## src/stoi_pkg.sv

```systemverilog
// Purpose: Shared constants for the two-channel torque-off interlock
// Assumes: 20 MHz system clock
// Notes:   Times are kept in their own units; cycle counts derive here
package stoi_pkg;
    localparam int unsigned CLK_HZ          = 20_000_000;
    localparam int unsigned SCAN_PERIOD_US  = 1000;
    localparam int unsigned STOP_DELAY_MS   = 2;
    localparam int unsigned REL_DELAY_MS    = 10;
    localparam int unsigned RELAY_DELAY_MS  = 10;
    localparam int unsigned PULSE_MAX_US    = 300;
    // Scan tick period in clocks (exact)
    localparam int unsigned SCAN_CYC =
        (CLK_HZ / 1_000_000) * SCAN_PERIOD_US;
    // Test pulse longer than this many clocks is a real low (least time)
    localparam int unsigned PULSE_CYC =
        ((CLK_HZ / 1_000_000) * PULSE_MAX_US);
    // Delays expressed in scan ticks
    localparam int unsigned STOP_TICKS  = STOP_DELAY_MS;
    localparam int unsigned REL_TICKS   = REL_DELAY_MS;
    localparam int unsigned RELAY_TICKS = RELAY_DELAY_MS;
    localparam int unsigned CNT_W  = 15;
    // Delay line must hold the longest channel delay in ticks
    localparam int unsigned TICK_W = REL_TICKS;
endpackage : stoi_pkg

```

## src/stoi_filter.sv

```systemverilog
// Purpose: Synchronise one request pin, drop short low test pulses,
//          sample on the scan tick and delay the result
// Assumes: Pin is asynchronous to clk_i
// Notes:   Low must persist beyond the pulse window to count
`timescale 1ns/10ps
module stoi_filter
    import stoi_pkg::*;
#(
    parameter int unsigned DELAY_TICKS = 1
) (
    input  wire logic clk_i,
    input  wire logic rst_i,
    input  wire logic pin_i,
    input  wire logic tick_i,
    output logic      level_o
);
    logic              s1_q;
    logic              s2_q;
    logic [CNT_W-1:0]  low_cnt_q;
    logic              filt_q;
    logic [TICK_W-1:0] dly_q;

    // Two-stage synchroniser; only s2_q is used beyond here
    always_ff @(posedge clk_i) begin
        if (rst_i) begin
            s1_q <= 1'b0;
            s2_q <= 1'b0;
        end else begin
            s1_q <= pin_i;
            s2_q <= s1_q;
        end
    end

    // Count low time; a low shorter than the pulse window is ignored
    always_ff @(posedge clk_i) begin
        if (rst_i) begin
            low_cnt_q <= '0;
            filt_q    <= 1'b0;
        end else if (s2_q) begin
            low_cnt_q <= '0;
            filt_q    <= 1'b1;
        end else if (low_cnt_q < CNT_W'(PULSE_CYC)) begin
            low_cnt_q <= low_cnt_q + CNT_W'(1);
        end else begin
            filt_q    <= 1'b0;
        end
    end

    // Sample on the scan tick, then shift out after the delay
    always_ff @(posedge clk_i) begin
        if (rst_i) begin
            dly_q <= '0;
        end else if (tick_i) begin
            dly_q <= {dly_q[TICK_W-2:0], filt_q};
        end
    end

    assign level_o = dly_q[DELAY_TICKS-1];
endmodule : stoi_filter

```

## src/stoi_interlock.sv

```systemverilog
// Purpose: Two-channel safe torque-off interlock with feedback relay
// Assumes: Request pins are asynchronous, restart clear is a pulse
// Notes:   Only the stop channel gates the pulse amplifier supply; both channels gate the gate enable
`timescale 1ns/10ps
module stoi_interlock
    import stoi_pkg::*;
#(
    // Scan tick period in clocks; the default is the 1 ms scan
    parameter int unsigned SCAN_TICK_CYC = SCAN_CYC
) (
    input  wire logic clk_i,
    input  wire logic rst_i,
    input  wire logic safe_stop_request_input_i,
    input  wire logic power_stage_release_input_i,
    input  wire logic restart_clear_i,
    output logic      amp_supply_on_o,
    output logic      gate_enable_o,
    output logic      stop_feedback_relay_o,
    output logic      power_stage_ready_o,
    output logic      restart_inhibit_o,
    output logic      channel_fault_o
);
    logic [CNT_W-1:0]  scan_cnt_q;
    logic              tick_q;
    logic              stop_ok;
    logic              rel_ok;
    logic              inhibit_q;
    logic [TICK_W-1:0] relay_cnt_q;
    logic              relay_q;
    logic              amp_q;
    logic              gate_q;
    logic              ready_q;
    logic              fault_q;
    logic              clr_s1_q;
    logic              clr_s2_q;
    logic              clr_s3_q;
    logic              clr_rise;

    // Free-running 1 ms scan tick
    always_ff @(posedge clk_i) begin
        if (rst_i) begin
            scan_cnt_q <= '0;
            tick_q     <= 1'b0;
        end else if (scan_cnt_q == CNT_W'(SCAN_TICK_CYC - 1)) begin
            scan_cnt_q <= '0;
            tick_q     <= 1'b1;
        end else begin
            scan_cnt_q <= scan_cnt_q + CNT_W'(1);
            tick_q     <= 1'b0;
        end
    end

    // Stop-request channel with its short internal delay
    stoi_filter #(
        .DELAY_TICKS (STOP_TICKS)
    ) u_stop (
        .clk_i   (clk_i),
        .rst_i   (rst_i),
        .pin_i   (safe_stop_request_input_i),
        .tick_i  (tick_q),
        .level_o (stop_ok)
    );

    // Release channel with its longer internal delay
    stoi_filter #(
        .DELAY_TICKS (REL_TICKS)
    ) u_rel (
        .clk_i   (clk_i),
        .rst_i   (rst_i),
        .pin_i   (power_stage_release_input_i),
        .tick_i  (tick_q),
        .level_o (rel_ok)
    );

    // Synchronise the restart clear and take its rising edge
    always_ff @(posedge clk_i) begin
        if (rst_i) begin
            clr_s1_q <= 1'b0;
            clr_s2_q <= 1'b0;
            clr_s3_q <= 1'b0;
        end else begin
            clr_s1_q <= restart_clear_i;
            clr_s2_q <= clr_s1_q;
            clr_s3_q <= clr_s2_q;
        end
    end
    assign clr_rise = clr_s2_q & ~clr_s3_q;

    // Restart inhibit: set by a stop request, which wins over a clear
    always_ff @(posedge clk_i) begin
        if (rst_i) begin
            inhibit_q <= 1'b1;
        end else if (!stop_ok) begin
            inhibit_q <= 1'b1;
        end else if (clr_rise) begin
            inhibit_q <= 1'b0;
        end
    end

    // Each channel blocks on its own; amp supply is the stop channel,
    // gate enable needs release too, so one stuck path still stops
    always_ff @(posedge clk_i) begin
        if (rst_i) begin
            amp_q   <= 1'b0;
            gate_q  <= 1'b0;
            ready_q <= 1'b0;
        end else begin
            amp_q   <= stop_ok;
            gate_q  <= stop_ok & rel_ok & amp_q;
            ready_q <= stop_ok & rel_ok & ~inhibit_q;
        end
    end

    // Relay closes after its operating delay only with both tripped
    always_ff @(posedge clk_i) begin
        if (rst_i) begin
            relay_cnt_q <= '0;
            relay_q     <= 1'b0;
        end else if (stop_ok || rel_ok) begin
            relay_cnt_q <= '0;
            relay_q     <= 1'b0;
        end else if (tick_q) begin
            if (relay_cnt_q == TICK_W'(RELAY_TICKS - 1)) begin
                relay_q <= 1'b1;
            end else begin
                relay_cnt_q <= relay_cnt_q + TICK_W'(1);
            end
        end
    end

    // Cross-check: gate drive with the amp supply off means a fault;
    // sticky until reset so it is seen at the next request
    always_ff @(posedge clk_i) begin
        if (rst_i) begin
            fault_q <= 1'b0;
        end else if (gate_q && !amp_q) begin
            fault_q <= 1'b1;
        end
    end

    assign amp_supply_on_o       = amp_q;
    assign gate_enable_o         = gate_q & amp_q;
    assign stop_feedback_relay_o = relay_q;
    assign power_stage_ready_o   = ready_q;
    assign restart_inhibit_o     = inhibit_q;
    assign channel_fault_o       = fault_q;

    // Checks
    property p_stop_cuts_amp;
        @(posedge clk_i) disable iff (rst_i)
        !stop_ok |=> !amp_q;
    endproperty
    a_stop_cuts_amp: assert property (p_stop_cuts_amp)
        else $error("amp supply stayed on under stop request");

    property p_either_blocks;
        @(posedge clk_i) disable iff (rst_i)
        (!stop_ok || !rel_ok) |=> !gate_enable_o;
    endproperty
    a_either_blocks: assert property (p_either_blocks)
        else $error("gate drive with a channel low");

    property p_stop_low_amp;
        @(posedge clk_i) disable iff (rst_i)
        amp_q |-> $past(stop_ok);
    endproperty
    a_stop_low_amp: assert property (p_stop_low_amp)
        else $error("amp supply without stop channel high");

    property p_relay_both;
        @(posedge clk_i) disable iff (rst_i)
        relay_q |-> $past(!stop_ok && !rel_ok);
    endproperty
    a_relay_both: assert property (p_relay_both)
        else $error("relay closed without both channels tripped");

    property p_one_channel;
        @(posedge clk_i) disable iff (rst_i)
        (stop_ok && !rel_ok) |=> !relay_q && !gate_q;
    endproperty
    a_one_channel: assert property (p_one_channel)
        else $error("one-channel trip closed relay or drove gate");

    property p_ready;
        @(posedge clk_i) disable iff (rst_i)
        ready_q |-> $past(stop_ok && rel_ok && !inhibit_q);
    endproperty
    a_ready: assert property (p_ready)
        else $error("ready without both inputs and cleared inhibit");

    property p_inhibit_set;
        @(posedge clk_i) disable iff (rst_i)
        !stop_ok |=> inhibit_q;
    endproperty
    a_inhibit_set: assert property (p_inhibit_set)
        else $error("restart inhibit not set by stop request");

    property p_tick_period;
        @(posedge clk_i) disable iff (rst_i)
        tick_q |=> !tick_q [*8];
    endproperty
    a_tick_period: assert property (p_tick_period)
        else $error("scan tick too frequent");

    property p_no_fault_gate;
        @(posedge clk_i) disable iff (rst_i)
        gate_enable_o |-> amp_q && !fault_q;
    endproperty
    a_no_fault_gate: assert property (p_no_fault_gate)
        else $error("gate drive while amp off or faulted");
endmodule : stoi_interlock

```

## config.mk

```make
export PLATFORM = sky130hd
export DESIGN_NAME = stoi_interlock
export DESIGN_NICKNAME = d
export VERILOG_FILES = /design/src/stoi_pkg.sv /design/src/stoi_filter.sv /design/src/stoi_interlock.sv
export SDC_FILE = /design/constraint.sdc
export NUM_CORES = 1
export LEC_CHECK = 0
export BUFFER_PORTS_ARGS = -buffer_cell sky130_fd_sc_hd__buf_2
export CORE_MARGIN = 2
export CORE_UTILIZATION = 60
export DETAILED_ROUTE_END_ITERATION = 12
export PLACE_DENSITY = 0.77
export SLEW_MARGIN = 40
export SYNTH_ARGS = -nofsm -noshare
export SYNTH_HDL_FRONTEND = slang
export SYNTH_HIERARCHICAL = 1
export SYNTH_SLANG_ARGS = --single-unit
```

## constraint.sdc

```tcl
create_clock -name clk_i -period 2.4 [get_ports clk_i]
set_input_delay 0.24 -clock clk_i [delete_from_list [all_inputs] [get_ports clk_i]]
set_output_delay 0.24 -clock clk_i [all_outputs]
set_load 0.05 [all_outputs]
```

Yosys cells after proc, flatten, opt, wreduce, memory -nomap -nowiden. Index checks and enable logic that the tools add are counted.

RAM bits: 0. Input port bits: 5. Bits in latches: 0. Register bits: 83. Word-level logic and storage cells: 56. Memories: 0. ROM bits: 0. Output and inout bits: 6.

Mux-type cells: 5. Reduce and logical (&&, ||, !) cells: 10. $mul: 0. $lt $le $gt $ge: 2. Eq/ne operators: 4. Bitwise operators: 9. Shift operators: 0. Divide/modulo/power cells: 0. $add $sub $neg: 4.

Operator list (count): adder 15 x 1 -> 15 bit (second input constant) (3); less-than comparator 15 x 13 -> 1 bit (second input constant) (2); equality test 15 bit (second input constant) (1); adder 10 x 1 -> 10 bit (second input constant) (1); equality test 10 x 4 -> 1 bit (second input constant) (1); OR reduction 2 bit (5); AND 1 bit (5); 2-to-1 mux 1 bit (5); != test 2 x 1 -> 1 bit (second input constant) (2); NOT 1 bit (4); AND reduction 2 bit (2); logical AND 1 bit (1); logical NOT 1 bit (1); logical OR 1 bit (1).

Depth between registers and ports, before layout.
Depth after elaboration: 3. Gate-level depth with buffers: 6. Gate-level depth less buffers: 6.

Hierarchy. Netlist, hierarchy kept.

By module, submodules not included: stoi_interlock (times used 1, area an instance 1426.4 um2, seq. area each 700.7 um2, cells an instance 159); stoi_filter (u_rel) (times used 1, area an instance 1171.1 um2, seq. area each 560.5 um2, cells an instance 121); stoi_filter (u_stop) (times used 1, area an instance 884.6 um2, seq. area each 400.4 um2, cells an instance 91).

Worst setup path before layout. OpenSTA, ideal clock, no wires.

Kind: reg-to-reg. Start point: register scan_cnt_q[8]. End point: register scan_cnt_q[14]. Data arrival time: 1.616 ns. Setup time: 0.115 ns. Setup slack: 0.670 ns. Clock period less this slack: 1.730 ns. Data required time: 2.285 ns. Path buffers: 1. Stages on the path, launching flop included: 6. Cells stage by stage: dfxtp_1 or4b_1 or4_4 nand2b_4 buf_8 nor2_1.

Cells in the longest elaborated chain, start to end: 2. Elaborated cells on any way between the ends: 3. Those cells by class: 1 x add/sub; 1 x eq/ne; 1 x reduce/logical.

RTL lines: from (decl) (line stoi_interlock.sv:23) `logic [CNT_W-1:0] scan_cnt_q;`; from (signal assigned) (line stoi_interlock.sv:48) `scan_cnt_q <= scan_cnt_q + CNT_W'(1);`; branches (longest 2 deep; another with adder 15 x 1 -> 15 bit).

Several ways; the timed one is not identified. A chain may end at the register's enable or synchronous reset.

Final worst setup path.
Start point: register scan_cnt_q[0]. End point: register scan_cnt_q[3].

Same word-level chain as after synthesis.

==> impl_results.md <==
- Outcome: complete, no violations
- Most frequent cells after synthesis: dfxtp_1 (83), nor2_1 (56), nand2_1 (23)
- M3 GR Usage: 0.0449
- Final Non-Filler Cells: 460
- Hold Violations, Final: 0
- Total Routing Usage GR: 0.208
- Initial DRC count: between 100 and 150
- Share of flip-flops with an asynchronous set or reset: 0
- Initial Utilization: 0.629
- Die width: 80.2 um
- GR Util met1: 0.272
- Placed Instances: 444
- Max clock buf depth: 2
- CP Capture Type: register
- HP Class: input port to register
- Yosys top cell area share: 0.477
- Unrepaired setup endpoints after global routing: no
- Design area: 0.00376 mm^2
- GR Util met2: 0.324
- P&R area growth vs syn: 8.05%
- Hold Path Cell Cnt: 2
- HPWL after DPL: slightly above 4000 um
- Comb power frac: 0.025
- Ys flop type: dfxtp_1
- Fmax: between 500 and 600 MHz
- CTS buffer count: 9
- N_diodes: 0
- CP startpoint kind: register
- Final net count: 393
- Minimum clock period: roughly 1.8 ns
- Die H: 80.2 um
- Global route overflow: 0
- Clk network pwr share: 0.407
- Number of library cell types mapped by synthesis: 51
- FF-to-FF path depth: 5
- Slew HR: 0.667
- Top Ports: 11
- Syn Area/Cell: 9.39 um^2
- PD cells: 661 mW/mm^2
- Synth area leader: dfxtp_1
- Final setup fails: 0
- Ranking of synthesized cells by area: dfxtp_1 (48%), nor2_1 (6.0%), mux2i_1 (4.0%)
- GR peak layer: met2
- Port bufs: 10
- Vias/cell: 5.60
- Post-layout util: 0.679
- Post-DP Area: 0.00356 mm^2
- Clk sink count: 83
- Switching share of power: 0.214
- Reg power frac: 0.568
- CP arrival: 2.02 ns
- Net switching power: between 0.5 and 0.6 mW
- Routed Antenna Nets: 0
- Synthesized flop and latch total: 83
- Tcrit/Tclk final: 0.743
- First-pass GRT wire length: 10600 um
- Average wire per standard cell: 12.7 um
- LEAKAGE: 1.27 nW
- Routed WL: 5840 um
- DR DRC count: 0
- CTS clk-pin slew, worst paths: about 0.08 ns
- Internal power: slightly below 2 mW
- Max rail drop VDD: 0.642 mV
- Share of cells above drive strength 1: 0.111
- Worst-Skew Late Latency: 0.35 ns
- Ys Warns: 6
- Setup TNS: 0 ns
- CP required: 2.64 ns
- # Post-CTS Setup Buffers: 0
- Synthesized area: 0.00348 mm^2
- Initial antenna violation count: 0
- Pre-antenna DRT Iters: 4
- Worst Clk Skew: 0.0110 ns
- Slew Viols, Final: 0
- Worst slew pin tran: 0.500 ns
- Pin count of the biggest net entering global routing: 33
- Core Box Area: 0.00554 mm^2
- Vias: 2578
- Root Buffer: clkbuf_8
- Synth Instances: roughly 370
- Crit path kind: register to register
- Die area: 0.00643 mm^2
- Synthesized net count: 381
- Gpl congestion: 0.852
- Post-synth EDFFs: 0
- Hold buffer count at CTS: 0
- Vias in the first global route: 2445
- Sequential area share after synthesis: 0.477
- Cts repair resizes: 0
- # H-tree levels: 3
- TritonCTS clock tree: done
- Most numerous cell in the Yosys netlist: dfxtp_1
- Std cell rows: 27
- Max_cap viols: 0
- CP max FO: 14
==> flip-flops by register name, indices dropped and copies added, names as in the netlist, 2 cells and up <==
register          cells
u_rel/low_cnt_q      15
u_stop/low_cnt_q     15
u_stop/dly_q          2
relay_cnt_q          10
scan_cnt_q           15
u_rel/dly_q          10
==> power by group through the flow <==
stage / logic, mW / clock network (mW) / registers, mW
global route: 0.0736 / 1.10 / 1.42
detailed placement: 0.0634 / 0 / 1.44
finish: 0.0623 / 1.01 / 1.41
floorplan: 0.0503 / 0 / 1.44
global placement: 0.0619 / 0 / 1.44
CTS: 0.0637 / 1.04 / 1.41
==> area by class of cell <==
type	count	area, um^2
fill	465	1780
clock inverter	4	48.8
multi-input combinational	266	1700
inverter	12	45.0
tap	72	90.1
sequential	83	1660
timing repair buffer	11	57.6
clock buffer	12	155
==> stage by stage <==
stage / hold slack, ns / setup WS (ns) / power [mW]
2_1_floorplan: 0.307 / 0.670 / 1.49
3_3_place_gp: 0.420 / 0.677 / 1.51
3_5_place_dp: 0.434 / 0.631 / 1.51
4_1_cts: 0.109 / 0.607 / 2.51
5_1_grt: 0.129 / 0.492 / 2.59
6_report: 0.119 / 0.617 / 2.49
==> logic make-up (layout without fill, tap and decap cells) <==
family          after synthesis  count (layout)  share of synthesized area
simple gates                162             162                      0.245
flops                        83              83                      0.477
compound gates               59              59                      0.120
xor+xnor                     26              26                     0.0654
buf+inv                      22              39                     0.0334
mux                          14              14                     0.0402
fa+ha+maj                     5               5                     0.0180
==> critical path: stages, from the launching register on <==
cell,delay [ns]
dfxtp_1,0.38
ha_1,0.24
nand4_1,0.19
or4_4,0.61
nand2b_4,0.17
nor2_1,0.07
==> routing by layer <==
metal	part of all wire	wire length [um]	up-vias
met1	0.50	2910	1186
met4	0.021	120	0
met5	0	0	-
li1	-	-	1349
met2	0.45	2620	30
met3	0.032	189	13
==> cell usage in the layout, fill, tap and decap left out, types with 13 or more instances in the layout <==
master / count
nand3_1: 13
mux2i_1: 14
a21oi_1: 18
nand2_1: 23
dfxtp_1: 83
xnor2_1: 14
nor2_1: 56
==> path summary, 6_finish.rpt <==
path	startpoint	end	slack, ns
max	scan_cnt_q[0]	scan_cnt_q[3]	0.62
min	power_stage_release_input_i	u_rel/s1_q	0.12
max reg2reg	scan_cnt_q[0]	scan_cnt_q[3]	0.62
min reg2reg	restart_inhibit_o	power_stage_ready_o	0.44
(Power assumes the default switching activity.)
